===== src/rtl/cdcfg_map.svh =====
/*
  Register offsets, field positions, reset values and code tables of the
  chop and current-detect configuration block.
  Assumes inclusion by bare name from the package and the design module.
*/
`ifndef CDCFG_MAP_SVH
`define CDCFG_MAP_SVH

`define CDCFG_ADDR_W 4
`define CDCFG_OFF_CONFIG 4'h6
`define CDCFG_OFF_THR_HI 4'h7
`define CDCFG_OFF_THR_LO 4'h8
`define CDCFG_OFF_STATUS 4'hC
`define CDCFG_OFF_MASK 4'hD
`define CDCFG_OFF_CHOPCMD 4'hE

`define CDCFG_CONFIG_RST 16'h0600
`define CDCFG_THR_HI_RST 16'h0000
`define CDCFG_THR_LO_RST 8'h00
`define CDCFG_CONFIG_WMASK 16'h1FFF

`define CDCFG_POS_DETECT_ON 0
`define CDCFG_POS_WIN_LO 1
`define CDCFG_POS_WIN_HI 3
`define CDCFG_POS_CNT_LO 4
`define CDCFG_POS_CNT_HI 6
`define CDCFG_POS_ALLCH 7
`define CDCFG_POS_CHOP_ON 8
`define CDCFG_POS_DLY_LO 9
`define CDCFG_POS_DLY_HI 12
`define CDCFG_POS_THR_LO_LO 8
`define CDCFG_POS_THR_LO_HI 15

`define CDCFG_ST_DETECT 0
`define CDCFG_ST_CHOP_DONE 1
`define CDCFG_ST_W 2

`define CDCFG_WIN_128 12'd128
`define CDCFG_WIN_256 12'd256
`define CDCFG_WIN_512 12'd512
`define CDCFG_WIN_768 12'd768
`define CDCFG_WIN_1280 12'd1280
`define CDCFG_WIN_1792 12'd1792
`define CDCFG_WIN_2560 12'd2560
`define CDCFG_WIN_3584 12'd3584

`endif


===== src/rtl/cdcfg_pkg.sv =====
/*
  Types of the chop and current-detect configuration block.
  Assumes cdcfg_map.svh is on the include path.
*/
package cdcfg_pkg;
  `include "cdcfg_map.svh"

  typedef struct packed {
    logic [2:0] reserved;
    logic [3:0] chop_settle_delay;
    logic global_chop_on;
    logic detect_all_channels;
    logic [2:0] detect_exceed_count;
    logic [2:0] detect_window_length;
    logic detect_mode_on;
  } cdcfg_config_t;

  typedef struct packed {
    logic [`CDCFG_ADDR_W-1:0] addr;
    logic [15:0] wdata;
    logic wr;
    logic rd;
  } cdcfg_bus_t;

  typedef enum logic [2:0] {
    CDCFG_CHOP_IDLE = 3'b001,
    CDCFG_CHOP_SETTLE = 3'b010,
    CDCFG_CHOP_MEASURE = 3'b100
  } cdcfg_chop_t;
endpackage


===== src/rtl/cdcfg_top.sv =====
/*
  Chop and current-detect configuration registers with the chop settling
  timer and the current-detect window counter they steer.
  Assumes a synchronous register port, one conversion-result strobe per
  conversion period and a one-cycle chop strobe from the modulator.
*/
`timescale 1ns/1ns
`default_nettype none
`include "cdcfg_map.svh"

module cdcfg_top #(
  parameter int CHANNELS = 2,
  parameter int RESULT_W = 24
) (
  input wire logic core_clk,
  input wire logic resetn,
  input wire cdcfg_pkg::cdcfg_bus_t bus,
  output logic [15:0] rdata,
  input wire logic mod_tick,
  input wire logic chop_strobe,
  input wire logic conv_valid,
  input wire logic [CHANNELS-1:0] chan_enabled,
  input wire logic [CHANNELS*RESULT_W-1:0] conv_result,
  output logic measure_go,
  output logic detect_event,
  output logic irq
);
  import cdcfg_pkg::*;

  cdcfg_config_t cfg;
  logic [15:0] detect_threshold_upper;
  logic [7:0] detect_threshold_low;
  logic [`CDCFG_ST_W-1:0] status;
  logic [`CDCFG_ST_W-1:0] mask;
  cdcfg_chop_t chop_state;
  logic [16:0] settle_cnt;
  logic [11:0] win_cnt;
  logic [7:0] hit_cnt;
  logic [`CDCFG_ST_W-1:0] ev;
  logic [`CDCFG_ST_W-1:0] next_status;
  logic [`CDCFG_ST_W-1:0] next_mask;
  logic [23:0] thr;
  logic any_hit;
  logic all_hit;
  logic counts;

  function automatic logic [11:0] win_len(input logic [2:0] code);
    case (code)
      3'h0: win_len = `CDCFG_WIN_128;
      3'h1: win_len = `CDCFG_WIN_256;
      3'h2: win_len = `CDCFG_WIN_512;
      3'h3: win_len = `CDCFG_WIN_768;
      3'h4: win_len = `CDCFG_WIN_1280;
      3'h5: win_len = `CDCFG_WIN_1792;
      3'h6: win_len = `CDCFG_WIN_2560;
      default: win_len = `CDCFG_WIN_3584;
    endcase
  endfunction

  // 2^(code+1) periods, 2 up to 65536
  function automatic logic [16:0] settle_len(input logic [3:0] code);
    settle_len = 17'h00002 << code;
  endfunction

  function automatic logic [8:0] hits_needed(input logic [2:0] code);
    hits_needed = 9'h001 << code;
  endfunction

  // register writes; reserved bits are held at zero
  always_ff @(posedge core_clk or negedge resetn) begin
    if (!resetn) begin
      cfg <= cdcfg_config_t'(`CDCFG_CONFIG_RST);
      detect_threshold_upper <= `CDCFG_THR_HI_RST;
      detect_threshold_low <= `CDCFG_THR_LO_RST;
      mask <= '0;
    end else if (bus.wr) begin
      case (bus.addr)
        `CDCFG_OFF_CONFIG: begin
          cfg <= cdcfg_config_t'(bus.wdata & `CDCFG_CONFIG_WMASK);
        end
        `CDCFG_OFF_THR_HI: begin
          detect_threshold_upper <= bus.wdata;
        end
        `CDCFG_OFF_THR_LO: begin
          detect_threshold_low <=
            bus.wdata[`CDCFG_POS_THR_LO_HI:`CDCFG_POS_THR_LO_LO];
        end
        `CDCFG_OFF_MASK: begin
          mask <= bus.wdata[`CDCFG_ST_W-1:0];
        end
        default: begin
        end
      endcase
    end
  end

  // read data stand one cycle after the strobe; unmapped reads give zero
  always_ff @(posedge core_clk or negedge resetn) begin
    if (!resetn) begin
      rdata <= '0;
    end else if (bus.rd) begin
      case (bus.addr)
        `CDCFG_OFF_CONFIG: rdata <= cfg;
        `CDCFG_OFF_THR_HI: rdata <= detect_threshold_upper;
        `CDCFG_OFF_THR_LO: rdata <= {detect_threshold_low, 8'h00};
        `CDCFG_OFF_STATUS: rdata <= {14'h0000, status};
        `CDCFG_OFF_MASK: rdata <= {14'h0000, mask};
        default: rdata <= '0;
      endcase
    end else begin
      rdata <= '0;
    end
  end

  // chop settling: counts modulator ticks after a chop strobe seen in idle with global_chop_on set
  always_ff @(posedge core_clk or negedge resetn) begin
    if (!resetn) begin
      chop_state <= CDCFG_CHOP_IDLE;
      settle_cnt <= '0;
      measure_go <= 1'b0;
    end else begin
      measure_go <= 1'b0;
      case (chop_state)
        CDCFG_CHOP_IDLE: begin
          if (cfg.global_chop_on && chop_strobe) begin
            chop_state <= CDCFG_CHOP_SETTLE;
            settle_cnt <= settle_len(cfg.chop_settle_delay);
          end
        end
        CDCFG_CHOP_SETTLE: begin
          if (!cfg.global_chop_on) begin
            chop_state <= CDCFG_CHOP_IDLE;
          end else if (mod_tick) begin
            if (settle_cnt == 17'h00001) begin
              chop_state <= CDCFG_CHOP_MEASURE;
              measure_go <= 1'b1;
            end
            settle_cnt <= settle_cnt - 17'h00001;
          end
        end
        CDCFG_CHOP_MEASURE: begin
          chop_state <= CDCFG_CHOP_IDLE;
        end
        default: chop_state <= CDCFG_CHOP_IDLE;
      endcase
    end
  end

  // threshold compare on the result of each enabled channel, unsigned magnitude
  assign thr = {detect_threshold_upper, detect_threshold_low};

  always_comb begin
    any_hit = 1'b0;
    all_hit = 1'b1;
    for (int i = 0; i < CHANNELS; i++) begin
      if (chan_enabled[i]) begin
        if (conv_result[i*RESULT_W +: RESULT_W] > thr) begin
          any_hit = 1'b1;
        end else begin
          all_hit = 1'b0;
        end
      end
    end
    if (chan_enabled == '0) begin
      all_hit = 1'b0;
    end
  end

  assign counts = cfg.detect_all_channels ? all_hit : any_hit;

  // window and exceedance counters; one detection per window at most
  always_ff @(posedge core_clk or negedge resetn) begin
    if (!resetn) begin
      win_cnt <= '0;
      hit_cnt <= '0;
      detect_event <= 1'b0;
    end else begin
      detect_event <= 1'b0;
      if (!cfg.detect_mode_on) begin
        win_cnt <= '0;
        hit_cnt <= '0;
      end else if (conv_valid) begin
        if (win_cnt == 12'h000) begin
          hit_cnt <= {7'h00, counts};
          if (counts && hits_needed(cfg.detect_exceed_count) == 9'h001) begin
            detect_event <= 1'b1;
          end
        end else if (counts && {1'b0, hit_cnt} <
                     hits_needed(cfg.detect_exceed_count)) begin
          hit_cnt <= hit_cnt + 8'h01;
          if ({1'b0, hit_cnt} + 9'h001 ==
              hits_needed(cfg.detect_exceed_count)) begin
            detect_event <= 1'b1;
          end
        end
        if (win_cnt + 12'h001 >= win_len(cfg.detect_window_length)) begin
          win_cnt <= '0;
        end else begin
          win_cnt <= win_cnt + 12'h001;
        end
      end
    end
  end

  always_comb begin
    ev = '0;
    ev[`CDCFG_ST_DETECT] = detect_event;
    ev[`CDCFG_ST_CHOP_DONE] = measure_go;
  end

  // set wins over a write-one clear
  always_comb begin
    next_status = status | ev;
    if (bus.wr && bus.addr == `CDCFG_OFF_STATUS) begin
      next_status = (status & ~bus.wdata[`CDCFG_ST_W-1:0]) | ev;
    end
    next_mask = mask;
    if (bus.wr && bus.addr == `CDCFG_OFF_MASK) begin
      next_mask = bus.wdata[`CDCFG_ST_W-1:0];
    end
  end

  always_ff @(posedge core_clk or negedge resetn) begin
    if (!resetn) begin
      status <= '0;
    end else begin
      status <= next_status;
    end
  end

  // built from next values so irq drops with the clear, not a cycle late
  always_ff @(posedge core_clk or negedge resetn) begin
    if (!resetn) begin
      irq <= 1'b0;
    end else begin
      irq <= |(next_status & next_mask);
    end
  end
endmodule
`default_nettype wire


===== config.mk =====
export PLATFORM = sky130hd
export DESIGN_NAME = cdcfg_top
export DESIGN_NICKNAME = d
export VERILOG_FILES = /design/src/rtl/cdcfg_pkg.sv /design/src/rtl/cdcfg_top.sv
export VERILOG_INCLUDE_DIRS = /design/src /design/src/rtl
export SDC_FILE = /design/constraint.sdc
export NUM_CORES = 1
export LEC_CHECK = 0
export BUFFER_PORTS_ARGS = -buffer_cell sky130_fd_sc_hd__buf_2
export CAP_MARGIN = 0
export CORE_MARGIN = 1.5
export CORE_UTILIZATION = 63
export DETAILED_ROUTE_END_ITERATION = 7
export PLACE_DENSITY = 0.95
export SETUP_SLACK_MARGIN = 0.4
export SYNTH_ARGS = -nofsm -noshare
export SYNTH_HDL_FRONTEND = slang
export SYNTH_SLANG_ARGS = --single-unit

===== constraint.sdc =====
create_clock -name core_clk -period 5.3 [get_ports core_clk]
set_input_delay 1.325 -clock core_clk [delete_from_list [all_inputs] [get_ports core_clk]]
set_output_delay 1.325 -clock core_clk [all_outputs]
set_load 0.05 [all_outputs]

# ---- Word-level counts from Yosys, hierarchy flattened
# Cells that the tools add are included.
dict set report op_classes {
  n_addsub 4
  mul 0
  n_div 0
  magnitude_cmp 4
  eq_ne 23
  shifts 2
  muxes 42
  n_bitwise 5
  n_reduce_logical 17
}
# operator count
set op_table {}
lappend op_table {{case mux 12 bit (7 select lines)} 1}
lappend op_table {{case mux 16 bit (5 select lines)} 1}
lappend op_table {{2-to-1 mux 12 bit} 5}
lappend op_table {{2-to-1 mux 17 bit} 3}
lappend op_table {{greater-than comparator 24 bit} 2}
lappend op_table {{case mux 17 bit (2 select lines)} 1}
lappend op_table {{2-to-1 mux 8 bit} 4}
lappend op_table {{2-to-1 mux 1 bit} 19}
lappend op_table {{equality test 17 x 1 -> 1 bit (second input constant)} 1}
lappend op_table {{<< shifter 2 x 4 -> 17 bit (first input constant)} 1}
lappend op_table {{subtractor 17 x 1 -> 17 bit (second input constant)} 1}
lappend op_table {{2-to-1 mux 16 bit} 1}
lappend op_table {{adder 12 x 1 -> 12 bit (second input constant)} 1}
lappend op_table {{equality test 4 bit (second input constant)} 3}
lappend op_table {{greater-or-equal comparator 12 bit} 1}
lappend op_table {{logical NOT 12 bit} 1}
lappend op_table {{2-to-1 mux 3 bit} 4}
lappend op_table {{AND reduction 2 bit} 5}
lappend op_table {{adder 8 x 1 -> 9 bit (second input constant)} 1}
lappend op_table {{equality test 3 x 2 -> 1 bit (second input constant)} 3}
lappend op_table {{equality test 3 bit (second input constant)} 3}
lappend op_table {{equality test 9 x 1 -> 1 bit (second input constant)} 1}
lappend op_table {{equality test 9 bit} 1}
lappend op_table {{< comparator 8 x 9 -> 1 bit} 1}
lappend op_table {{19 further kinds} 32}
dict set report totals {
  regBits 100
  latchBits 0
  ramBits 0
  rom_bits 0
  in_bits 77
  output_inout_bits 19
  n_memories 0
}

# ---- Logic depth before layout (Yosys ltp)
dict set report depth {
  depth_word 12
  mapped_depth 14
}

# ---- Worst setup path before layout
# No wires, ideal clock.
dict set report synth_path {
  path_kind {input-to-reg}
  startpoint {input conv_result[46]}
  endpoint {register hit_cnt[0]}
  t_arrival_ns 3.076
  required_ns 5.222
  path_slack_ns 2.147
  cell_stages 10
  n_path_buf 0
  cell_sequence {ha_1 -> nand4_1 -> nor3_1 -> a211oi_1 -> o211a_1 -> a22oi_2 -> a31oi_2 -> nor2_4 -> mux2_1 -> a21boi_1}
}
dict set report synth_between {
  elab_chain_len 8
}
# element line
set synth_lines {}
lappend synth_lines {{start, declared} cdcfg_top.sv:23} ;# input wire logic [CHANNELS*RESULT_W-1:0] conv_result,
lappend synth_lines {{greater-than comparator 24 bit *} cdcfg_top.sv:157} ;# if (conv_result[i*RESULT_W +: RESULT_W] > thr) begin
lappend synth_lines {{2-to-1 mux 1 bit} cdcfg_top.sv:157}
lappend synth_lines {{2-to-1 mux 1 bit} cdcfg_top.sv:156} ;# if (chan_enabled[i]) begin
lappend synth_lines {{2-to-1 mux 1 bit} cdcfg_top.sv:164} ;# if (chan_enabled == '0) begin
lappend synth_lines {{2-to-1 mux 1 bit *} cdcfg_top.sv:169} ;# assign counts = cfg.detect_all_channels ? all_hit : any_hit;
lappend synth_lines {{logical AND 1 bit or 2-to-1 mux 8 bit (tied branches)} {cdcfg_top.sv:188, cdcfg_top.sv:183}}
lappend synth_lines {{!= test 3 x 1 -> 1 bit (no source line) or 2-to-1 mux 8 bit (tied branches)} --}
lappend synth_lines {{AND reduction 2 bit (no source line) or 2-to-1 mux 8 bit (tied branches)} --}
lappend synth_lines {{end signal, assigned} cdcfg_top.sv:184} ;# hit_cnt <= {7'h00, counts};
lappend synth_lines {{end signal, assigned} cdcfg_top.sv:190} ;# hit_cnt <= hit_cnt + 8'h01;
lappend synth_lines {{end, declared} cdcfg_top.sv:38} ;# logic [7:0] hit_cnt;
# Every way passes the cells marked *; elsewhere a longest branch is shown, timed or not. The select of a mux whose other input is x is not followed.
# A chain may end at the register's enable or synchronous reset.

# ---- Worst setup path after layout
dict set report layout_path {
  startpoint {input conv_result[43]}
  endpoint {register hit_cnt[0]}
}
# The elaborated chain is that of the path after synthesis.

==> metrics.txt <==
WL per Instance=18.3 um; die width=between 100 and 150 um; HPWL after DPL=roughly 13000 um; final wirelength=between 15000 and 20000 um; Cells after Synth=between 700 and 800; prevailing post-synth register cell=dfrtp_1; Fillers=around 700; CTS sink cnt=100; CP required=5600 ps; Layout area overhead=11.6%; area leader, netlist=dfrtp_1; DRC Markers=0; CP Capture Type=flop; RSZ-0062 raised after global routing=false; Crit-path slowest cell=mux2_1; Num CTS Buffers=9; leakage power=3.53 nW; core area=between 10000 and 15000 um2; largest net degree at the start of global routing=58; Slew @ Worst Pin=1100 ps; post-synth top area share=0.367; R2R depth=12; setup TNS=0 ps; total number of vias=6094; Min Hold Slack=slightly above 500 ps; Startpoint Class=input port; leading cell type in the layout, fill and taps excluded=dfrtp_1; row cnt=37; Power Density=324 nW/um2; Worst-path clk slew=90 ps; YS warnings=0; die height=106 um; initial cell density of the core=0.644; crit path time final=3290 ps; first drt pass iteration count=6; sequential area share after synthesis=0.379; I/O pin count=96; antenna viol nets, final=0; #FFs+latches synth=100; Vias/cell=6.51; PortBufs=95; crit share post-route=0.621; die area=11100 um2; fraction of layout cells with a size suffix above 1=0.216; Final nets=939; ANT cells=0; global-route wire length before repair=28000 um; Yosys cell types=68; FMAX=304 MHz; post-cts sizing count=0; asr flop ratio synth=1.00; Syn Std Cell Area=6620 um2; GRT Total Usage=0.315; initial antenna violation count=0; critical path fanouts, max=16; Final setup violation count=0; endpoints failing hold=0; commonest cells after routing, fill and taps aside=dfrtp_1 (97), buf_2 (94), ha_1 (67), nand2_1 (62), nor2_1 (61); Tot Pwr=~0.0024 W; cts hold-fix bufs=0; clock latency on the worst-skew pair=370 ps; vias in the first global route=6034; WS Path Type=input port to flop; Clock Tree Buf Depth=2; Setup Buffers After CTS=0; Max transition margin=0.266; outcome=complete, no violations; peak supply drop=0.266 mV; Post-Syn Area per Cell=9.31 um2; H-tree level count=3; Slew Viols, Final=0; Mapped Nets=about 860; CTS root buf=clkbuf_8; Seq. cell area=2510 um2; number of synthesized flops with an enable pin=0; DRT iter0 DRCs=520; multi-input logic area=3830 um2; WP data arrival=3590 ps; CTS tree=yes; crit path cell chain=buf_2 > ha_1 > nand4_1 > nor3_1 > a211oi_1 > o211a_1 > a22oi_2 > a31oi_2 > nor2_4 > mux2_1 > a21boi_1; type of the tightest min-delay check=flop to flop; critical path's largest stage delay=370 ps; max-capacitance violation count=0; worst clock skew=around 13 ps; Hold Path Depth=1; RePlAce Congestion=about 0.95; gr ovfl total=0; Synth area leaders=dfrtp_1 (37%), ha_1 (13%), mux2_2 (7.0%), nand2_1 (3.5%), nor2_1 (3.5%)
-- registers in the layout, indices dropped and copies added, names as in the netlist --
name,flops
irq,1
settle_cnt,17
win_cnt,12
measure_go,1
status,2
rdata,16
mask,2
cfg,13
detect_threshold_upper,16
detect_threshold_low,8
chop_state,3
hit_cnt,8
detect_event,1
-- cell type report --
type / count / share of cell area
sequential: 100 / 0.339
clock inverter: 4 / 0.0102
clock buffer: 12 / 0.0183
multi-input combinational: 544 / 0.519
inverter: 40 / 0.0203
timing repair buffer: 100 / 0.0698
tap: 136 / 0.0230
-- per-stage QoR --
stage	worst slack, ps	utilization	instance area [um2]	std cells
2_1_floorplan	2150	-	6620	711
3_3_place_gp	1740	0.698	7180	920
3_5_place_dp	1660	0.698	7180	920
4_1_cts	2050	0.719	7390	936
5_1_grt	1860	0.719	7390	936
6_report	2010	0.719	7390	936
-- where the power goes --
part / total [W] / internal [W] / switching [W]
Clock: 0.000524 / 0.000267 / 0.000257
Sequential: 0.00103 / 0.000884 / 0.000143
Combinational: 0.000840 / 0.000338 / 0.000502
-- critical path, delay by kind of cell --
kind | cells | cell delay, ps
AND/OR/NAND/NOR | 3 | 780
AO/OA/AOI/OAI | 5 | 680
adder cells (fa/ha/maj) | 1 | 320
multiplexers | 1 | 370
buffers and inverters | 1 | 100
-- final timing paths --
check / startpoint / to / slack (ps)
worst max-delay path: conv_result[43] / hit_cnt[0] / 2010
worst min-delay path: measure_go / status[1] / 510
worst max register to register: win_cnt[0] / win_cnt[6] / 2040
worst min register to register: measure_go / status[1] / 510
max in group asynchronous: resetn / cfg[9] / 3260
min in group asynchronous: resetn / irq / 1010
-- cells by family (layout without fill, tap and decap cells) --
group                    after synthesis  after routing  synth area share
AO/OA/AOI/OAI                        170            170             0.169
XOR/XNOR                              17             17            0.0225
adder cells (fa/ha/maj)               67             67             0.127
buffers and inverters                 67            156            0.0422
flip-flops                           100            100             0.379
multiplexers                          44             44            0.0747
AND/OR/NAND/NOR                      246            246             0.186
-- Yosys cell counts (7+ instances only) --
master	n
dfrtp_1	97
ha_1	67
nand2_1	62
nor2_1	61
a21oi_1	43
mux2_2	41
inv_1	40
o21ai_0	39
nand4_1	23
nand3_1	21
a22oi_1	16
clkbuf_1	16
nor3_1	16
nand2b_1	12
and3_1	11
xor2_1	9
a31oi_1	8
nor2b_1	8
xnor2_1	8
a21o_1	7
-- routing by layer --
layer | global-route usage | vias to the layer above | share of wire
met1 | 0.397 | 2928 | 0.40
met2 | 0.524 | 334 | 0.48
li1 | - | 2766 | -
met4 | 0.155 | 0 | 0.043
met5 | 0 | - | 0
met3 | 0.0569 | 66 | 0.080
Power figures use the tool's default switching activity.
